**config.mk**
```make
export PLATFORM = sky130hd
export DESIGN_NAME = video_field_converter
export DESIGN_NICKNAME = d
export VERILOG_FILES = /design/src/logic/field_conv_pkg.sv /design/src/logic/video_field_converter.sv
export SDC_FILE = /design/constraint.sdc
export NUM_CORES = 1
export LEC_CHECK = 0
export BUFFER_PORTS_ARGS = -buffer_cell sky130_fd_sc_hd__buf_4
export CAP_MARGIN = 10
export CORE_ASPECT_RATIO = 1.2
export CORE_MARGIN = 4
export CORE_UTILIZATION = 51
export DETAILED_ROUTE_END_ITERATION = 12
export PLACE_DENSITY = 0.87
export SETUP_SLACK_MARGIN = 0.5
export SYNTH_ARGS = -nofsm -noshare
export SYNTH_HDL_FRONTEND = slang
export SYNTH_SLANG_ARGS = --single-unit
```
**constraint.sdc**
```tcl
create_clock -name mclk -period 3.5 [get_ports mclk]
set_clock_uncertainty 0.15 [all_clocks]
set_input_delay 0.525 -clock mclk [delete_from_list [all_inputs] [get_ports mclk]]
set_output_delay 0.525 -clock mclk [all_outputs]
set_load 0.02 [all_outputs]
```
**src/logic/field_conv_pkg.sv**
```systemverilog
// Purpose: shared constants and carriers for the progressive to interlaced converter
// Assumes: one clock, 24-bit pixels, 16-bit frame dimensions
// Notes: field flag 0 marks an odd field, 1 an even field
package field_conv_pkg;
    localparam int PIX_W = 24;
    localparam int DIM_W = 16;
    localparam logic FIELD_ODD = 1'b0;
    localparam logic FIELD_EVEN = 1'b1;
    localparam logic [DIM_W-1:0] DIM_ZERO = 16'h0000;
    localparam logic [DIM_W-1:0] DIM_ONE = 16'h0001;

    typedef struct packed {
        logic [PIX_W-1:0] pixel;
        logic frameSync;
        logic lineSync;
    } pix_in_t;

    typedef struct packed {
        logic [PIX_W-1:0] pixel;
        logic frameSync;
        logic lineSync;
        logic field;
    } pix_out_t;
endpackage

```
**src/logic/video_field_converter.sv**
```systemverilog
// Purpose: turn progressive frames into interlaced fields, one field per frame
// Assumes: source marks frame and line starts with sync flags; static dimensions
// Notes: one output register stage; reset clears state while held
`timescale 1ns/1ps
module video_field_converter
    import field_conv_pkg::*;
(
    // clock and reset
    input wire logic mclk,
    input wire logic srst,
    // static frame format
    input wire logic [DIM_W-1:0] lineWidth,
    input wire logic [DIM_W-1:0] frameHeight,
    // input stream
    input wire pix_in_t pixIn,
    input wire logic pixInValid,
    output logic pixInReady,
    // output stream
    output pix_out_t pixOut,
    output logic pixOutValid,
    input wire logic pixOutReady
);
    // ****************************************************************
    // elaboration checks
    // ****************************************************************
    // the carriers are fixed at 24-bit pixels and 16-bit dimensions
    if (PIX_W != 24 || DIM_W != 16) begin : g_width_check
        $error("unsupported widths");
    end

    // ****************************************************************
    // helpers
    // ****************************************************************
    // odd field keeps lines 0,2,.. even keeps 1,3,..
    function automatic logic lineKept(
        input logic [DIM_W-1:0] lineIdx,
        input logic fieldIdx,
        input logic [DIM_W-1:0] height
    );
        return (lineIdx[0] == fieldIdx) && (lineIdx < height);
    endfunction

    // ****************************************************************
    // state
    // ****************************************************************
    logic [DIM_W-1:0] pixCnt_reg, pixCnt_next;
    logic [DIM_W-1:0] lineCnt_reg, lineCnt_next;
    logic field_reg, field_next;
    logic firstOut_reg, firstOut_next;
    logic started_reg, started_next;
    pix_out_t out_reg, out_next;
    logic outValid_reg, outValid_next;
    pix_out_t skid_reg, skid_next;
    logic skidValid_reg, skidValid_next;
    logic inReady_reg, inReady_next;
    logic take, keep, slotFree, lastPix, firstPix;
    logic [DIM_W-1:0] curLine;
    logic curField;
    pix_out_t word;

    // ****************************************************************
    // position in the frame
    // ****************************************************************
    always_comb begin
        take = pixInValid && pixInReady;
        // frame start resets position, also recovers from a short frame
        curLine = pixIn.frameSync ? DIM_ZERO
                : (pixIn.lineSync && started_reg) ? lineCnt_reg + DIM_ONE : lineCnt_reg;
        // field flips at each new frame after the first pixel taken since reset
        curField = (pixIn.frameSync && started_reg) ? ~field_reg : field_reg;
        // frame size read straight from the static inputs
        // only lines inside the frame height count
        keep = take && lineKept(curLine, curField, frameHeight);
        lastPix = (pixIn.lineSync ? DIM_ZERO : pixCnt_reg) == lineWidth - DIM_ONE;
        firstPix = pixIn.frameSync || firstOut_reg;
        pixCnt_next = pixCnt_reg;
        lineCnt_next = lineCnt_reg;
        field_next = field_reg;
        firstOut_next = firstOut_reg;
        started_next = started_reg;
        if (take) begin
            started_next = 1'b1;
            lineCnt_next = curLine;
            field_next = curField;
            pixCnt_next = pixIn.lineSync ? DIM_ONE : pixCnt_reg + DIM_ONE;
            if (pixIn.frameSync) begin
                firstOut_next = 1'b1;
            end
            if (keep) begin
                firstOut_next = 1'b0;
            end
        end
        word.pixel = pixIn.pixel;
        // syncs on the first kept pixel of the field
        word.frameSync = firstPix;
        word.lineSync = firstPix;
        // field flag constant through the field
        word.field = curField;
    end

    always_ff @(posedge mclk) begin
        if (srst) begin
            pixCnt_reg <= DIM_ZERO;
            lineCnt_reg <= DIM_ZERO;
            field_reg <= FIELD_ODD;
            firstOut_reg <= 1'b1;
            started_reg <= 1'b0;
        end else begin
            pixCnt_reg <= pixCnt_next;
            lineCnt_reg <= lineCnt_next;
            field_reg <= field_next;
            firstOut_reg <= firstOut_next;
            started_reg <= started_next;
        end
    end

    // ****************************************************************
    // output slot and skid slot
    // ****************************************************************
    // ready is registered, so a pixel may arrive in the cycle the sink
    // stalls; the skid slot catches it instead of overwriting the output
    always_comb begin
        // output slot frees on a taken pixel
        slotFree = !outValid_reg || pixOutReady;
        out_next = out_reg;
        outValid_next = outValid_reg && !pixOutReady;
        skid_next = skid_reg;
        skidValid_next = skidValid_reg;
        if (slotFree) begin
            if (skidValid_reg) begin
                out_next = skid_reg;
                outValid_next = 1'b1;
                skidValid_next = keep;
                if (keep) begin
                    skid_next = word;
                end
            end else if (keep) begin
                out_next = word;
                outValid_next = 1'b1;
            end
        end else if (keep) begin
            skid_next = word;
            skidValid_next = 1'b1;
        end
    end

    always_ff @(posedge mclk) begin
        if (srst) begin
            out_reg <= '0;
            outValid_reg <= 1'b0;
            skid_reg <= '0;
            skidValid_reg <= 1'b0;
        end else begin
            out_reg <= out_next;
            outValid_reg <= outValid_next;
            skid_reg <= skid_next;
            skidValid_reg <= skidValid_next;
        end
    end

    // ****************************************************************
    // input ready
    // ****************************************************************
    always_comb begin
        // ready stays high while the skid slot is empty
        inReady_next = !skidValid_next;
        // inside a dropped line the next pixel is dropped too
        if (take && !keep && !lastPix) begin
            inReady_next = 1'b1;
        end
    end

    always_ff @(posedge mclk) begin
        if (srst) begin
            inReady_reg <= 1'b0;
        end else begin
            inReady_reg <= inReady_next;
        end
    end

    // the output stage drains on its own once the sink is ready
    always_comb begin
        pixOut = out_reg;
        pixOutValid = outValid_reg;
        pixInReady = inReady_reg;
    end
endmodule

```
-- Yosys cells after proc, flatten, opt, wreduce, memory -nomap -nowiden
Index checks and enable logic that the tools add are counted.
- $add $sub $neg: 3
- magnitude comparators: 1
- eq/ne operators: 3
- mux-type cells: 19
- bitwise logic cells: 1
- reduce and logical (&&, ||, !) cells: 19
- operators with widths (cell ; count):
    $mux W27 ; 5
    $mux W16 ; 4
    $add A16 B1 Y16 const B ; 2
    $eq A16 B16 Y1 ; 1
    $lt A16 B16 Y1 ; 1
    $sub A16 B1 Y16 const B ; 1
    $mux W1 ; 10
    $logic_and A1 B1 Y1 ; 8
    $logic_not A1 Y1 ; 5
    $reduce_and A2 Y1 ; 2
    $reduce_bool A2 Y1 ; 2
    $logic_or A1 B1 Y1 ; 2
    $ne A2 B2 Y1 const B ; 1
    $eq A1 B1 Y1 ; 1
    $not A1 Y1 ; 1
- register bits after elaboration: 92
- input bits: 62
- output and inout port bits: 29
- word-level logic and storage cells: 62

-- Longest topological paths before layout
- word-level depth: 10
- gate-level depth with buffers: 18

-- Worst setup path before layout
OpenSTA, ideal clock, no wires.
- path type: input to register
- start: input pixIn[0] (netlist name)
- end: register skid_reg[21] (netlist name)
- setup time: 0.128 ns
- data arrival time: 3.227 ns
- path slack: -0.004 ns
- stages on the path: 18
- path buffers: 4
- cells stage by stage: buf_4 -> and2_1 -> buf_4 -> nand4_4 -> nor3_4 -> nand3_1 -> xor2_1 -> nor2_1 -> ha_1 -> a211oi_1 -> o211ai_1 -> a21oi_1 -> nand2_1 -> nor3_2 -> buf_6 -> buf_6 -> mux2i_1 -> nor2_1
- word-level cells in the longest chain between the ends: 9
- elaborated cells on any way between the ends: 10
- classes of those cells: order compare: 1; eq/ne: 1; mux: 5; reduce/logical: 3
- RTL lines (what ; RTL line ; text):
    from (decl) ; video_field_converter.sv:15 ; input wire pix_in_t pixIn,
    $logic_and A1 B1 Y1 (*) ; video_field_converter.sv:68 ; : (pixIn.lineSync && started_reg) ? lineCnt_reg + DIM_ONE : lineCnt_reg;
    $mux W16 (*) ; video_field_converter.sv:68 ;
    $mux W16 (*) ; video_field_converter.sv:67 ; curLine = pixIn.frameSync ? DIM_ZERO
    net curLine[13] ; video_field_converter.sv:57 ; logic [DIM_W-1:0] curLine;
    $lt A16 B16 Y1 (*) ; video_field_converter.sv:40 ; return (lineIdx[0] == fieldIdx) && (lineIdx < height);
    $logic_and A1 B1 Y1 (*) ; video_field_converter.sv:40 ;
    $logic_and A1 B1 Y1 (*) ; video_field_converter.sv:73 ; keep = take && lineKept(curLine, curField, frameHeight);
    $mux W27 (*) ; n/a ;
    $mux W27 ; n/a ;
    $mux W27 (*) ; n/a ;
    to (signal assigned) ; video_field_converter.sv:156 ; skid_reg <= skid_next;
    to (decl) ; video_field_converter.sv:53 ; pix_out_t skid_reg, skid_next;
The timed path passes the listed nets; every way through them passes the cells marked *. The select of a mux whose other input is x is not followed.
A chain may end at the register's enable or synchronous reset.

-- Worst setup path after layout
- start: register lineCnt_reg[3]
- end: register skid_reg[7] (netlist name)
- word-level cells in the longest chain between the ends: 9
- RTL lines (what ; RTL line ; text):
    from (decl) ; video_field_converter.sv:47 ; logic [DIM_W-1:0] lineCnt_reg, lineCnt_next;
    from (signal assigned) ; video_field_converter.sv:110 ; lineCnt_reg <= lineCnt_next;
    $add A16 B1 Y16 (*) ; video_field_converter.sv:68 ;
    $mux W16 (*) ; video_field_converter.sv:68 ;
    $mux W16 (*) ; video_field_converter.sv:67 ;
    net curLine[13] ; video_field_converter.sv:57 ;
    $lt A16 B16 Y1 (*) ; video_field_converter.sv:40 ;
    $logic_and A1 B1 Y1 (*) ; video_field_converter.sv:40 ;
    $logic_and A1 B1 Y1 (*) ; video_field_converter.sv:73 ;
    $mux W27 (*) ; n/a ;
    $mux W27 ; n/a ;
    $mux W27 (*) ; n/a ;
Marked as above.

==> run_results.csv <==
group,metric,value,unit
synthesis,synth.top_cell.area_share,34.07,%
cells_and_area,fillers,736,
synthesis,synth-seq-area-share,34.07,%
synthesis,synth_nets,715,
die,rows,40,
setup_path,r2r_start,"lineCnt_reg[3]",
cells_and_area,multi_input_area,0.003339,sq mm
detailed_routing,wl_per_cell,17.05,um
setup_path,cpPeakStageDelay,340,ps
clocking,clock-root-buffer,"clkbuf_16",
place,place_congestion,0.8623,
detailed_routing,vias,5124,
grt,grt_use_total,24.14,%
cells_and_area,drive_above_1_share,25.61,%
synthesis,postSynth.asyncResetShare,0,%
setup_path,path_class,"reg -> reg",
grt,grt_pass1_vias,5086,
setup_path,critPathRequiredTime,3550,ps
grt,grt_antenna_before_repair,0,
synthesis,synth_largest_area_cell,"dfxtp_1",
flow_run,cap_violations,0,
cells_and_area,antenna_cells,0,
synthesis,synth.area.top_cells,"dfxtp_1, mux2i_1, nor2_1",
detailed_routing,drt_iter0_markers,377,
clocking,cts_buffers,9,
hold_path,whs_path_depth,3,
clocking,clk_pin_slew,70,ps
detailed_routing,first_pass_iters,5,
timing,post-route-period-util,96.71,%
synthesis,ys.flop_type,"dfxtp_1",
setup_path,startpoint_type,"register",
setup_path,cp.arrival,3440,ps
clocking,hold_buffers,0,
place,hpwl,9194,um
timing,fin_crit,3385,ps
die,die_x,101.0,um
power_and_ir_drop,leakagePower,2.570,nW
synthesis,synth.avg_cell_area,8.329,sq um
timing,fmax,295.4,MHz
die,initial_core_util,52.57,%
grt,grt_pass1_wl,23830,um
synthesis,synth.distinct_cells,65,
detailed_routing,via_per_inst,5.958,
die,die_y,119.6,um
setup_path,worstSetupStartpoint,"lineCnt_reg[3]",
timing,relSlewSlack,36.94,%
timing,finalWorstSetupSlack,115.1,ps
power_and_ir_drop,peakVddDrop,0.3894,mV
synthesis,syn_inst,635,
power_and_ir_drop,power-per-cell-area,351.9,mW/mm^2
cells_and_area,num-nets-final,809,
clocking,clk_latency,350,ps
cells_and_area,area_delta_synth_final,26.66,%
synthesis,syn_area,0.005289,sq mm
cells_and_area,seq_area,0.001817,sq mm
hold_path,min_from,"pixIn[16]",
power_and_ir_drop,finalPower,2.357,mW
die,dieArea,0.01207,sq mm
die,core_area,0.01006,sq mm
outcome,status,"finished clean",
timing,drv_slew,0,
clocking,htree_levels,3,
timing,worst_pin_slew,945.9,ps
synthesis,synth_seq_cells,90,
setup_path,cp_max_fo,7,
grt,grt_start_max_net_pins,77,
timing,hold_viol,0,
synthesis,synth_edf_count,0,
timing,setup_viol,0,
hold_path,hp-class,"in -> reg",
setup_path,worstSetupEndpointType,"register",
setup_path,critPathSlowestCell,"ha_1",
setup_path,reg2regPathDepth,16,
detailed_routing,drc,0,
clocking,cts_buffer_depth,2,
detailed_routing,ant_nets,0,
setup_path,worstPathCellList,"and4_4, nand4_4, nor3_4, nand3_2, xor2_1, nor2_1, ha_1, a211oi_2, o211ai_1, a21oi_2, nand2_2, nor3_4, buf_6, buf_12, mux2i_2, nor2_1",
die,io_pins,91,
clocking,cts.sinks,90,
timing,rsz0062_at_grt,"true",
synthesis,ys_warn_count,0,
grt,grt_remaining_overflow,0,
place,port_buffers,90,
clocking,tritoncts,"done",
place,dp_slack,-111.6,ps
detailed_routing,detail_route.wirelength,14660,um
-- area by class of cell --
cell class                      count  area share (%)
Timing Repair Buffer              122           15.22
Inverter                           23           1.289
Clock buffer                       10           3.418
Sequential cell                    90           27.12
Tap cell                          126           2.353
Clock inverter                      6          0.7471
Multi-Input combinational cell    483           49.85
-- cell usage after synthesis (all sizes together) (4+ instances only) --
| library cell | number |
|---|---|
| a31oi | 4 |
| nand2b | 8 |
| nor2b | 8 |
| and3 | 7 |
| or3 | 7 |
| mux2i | 51 |
| o21ai | 19 |
| buf | 17 |
| nand3 | 12 |
| dfxtp | 90 |
| clkbuf | 22 |
| inv | 23 |
| xor2 | 27 |
| o211ai | 4 |
| nor2 | 107 |
| nor3 | 13 |
| nand4b | 4 |
| ha | 18 |
| o31ai | 4 |
| nand2 | 51 |
| xnor2 | 17 |
| nand4 | 12 |
| a21oi | 34 |
| a211oi | 30 |
-- cells by family (layout without fill, tap and decap cells) --
family | after synthesis | in the layout | share of synthesized area (%)
mux | 51 | 51 | 9.652
flops | 90 | 90 | 34.07
xor+xnor | 44 | 44 | 7.286
compound gates | 120 | 120 | 15.31
simple gates | 250 | 250 | 24.06
fa+ha+maj | 18 | 18 | 4.258
buf+inv | 62 | 161 | 5.370
-- layout by cell type (no fill, tap or decap), drive strengths merged, types with 17 or more instances in the layout --
cell	count
a211oi	30
a21oi	34
buf	122
dfxtp	90
ha	18
inv	25
mux2i	51
nand2	51
nor2	107
o21ai	19
xnor2	17
xor2	27
-- report_power, final --
| part | switching (mW) | internal (mW) |
|---|---|---|
| logic | 0.201 | 0.158 |
| clock network | 0.430 | 0.489 |
| registers | 0.0249 | 1.05 |
-- critical path: cells and delay by family, from the launching register on --
kind	cells	cell delay, ps
muxes	1	250
xor gates and xnor gates	1	140
DFF	1	320
AOI/OAI and AO/OA	3	600
buffers and inverters	2	300
and+or+nand+nor	8	1140
adders and majority gates	1	340
-- worst paths after layout --
check             slack [ps]      endpoint
setup / recovery         120   skid_reg[7]
hold / removal           270  skid_reg[17]
setup reg to reg         120   skid_reg[7]
hold reg to reg          340  skid_reg[13]
-- metrics by stage --
step	util (%)	hold slack, ps	instances	cell area, sq um	setup TNS [ps]
5_1_grt	66.59	283.5	860	6699	-22.58
3_5_place_dp	60.83	332.7	830	6120	-2058
6_report	66.59	271.6	860	6699	0
3_3_place_gp	60.83	314.8	830	6120	-3.641
4_1_cts	65.78	273.1	856	6618	0
2_1_floorplan	-	304.5	635	5356	0
-- timing repair --
item,in CTS,in global routing
endpoints found under the setup margin,56,56
buffers inserted,7,4
gates cloned,3,0
pin swaps,20,7
resized for setup,29,13
-- metal layers --
metal	vias to the layer above	track usage [%]	part of all wire [%]
li1	2428	-	-
met1	2447	27.67	39
met2	211	42.50	51
met3	38	4.477	6.2
met4	0	11.55	3.1
met5	-	0	0
No activity file was read; power rests on OpenSTA's default activity.
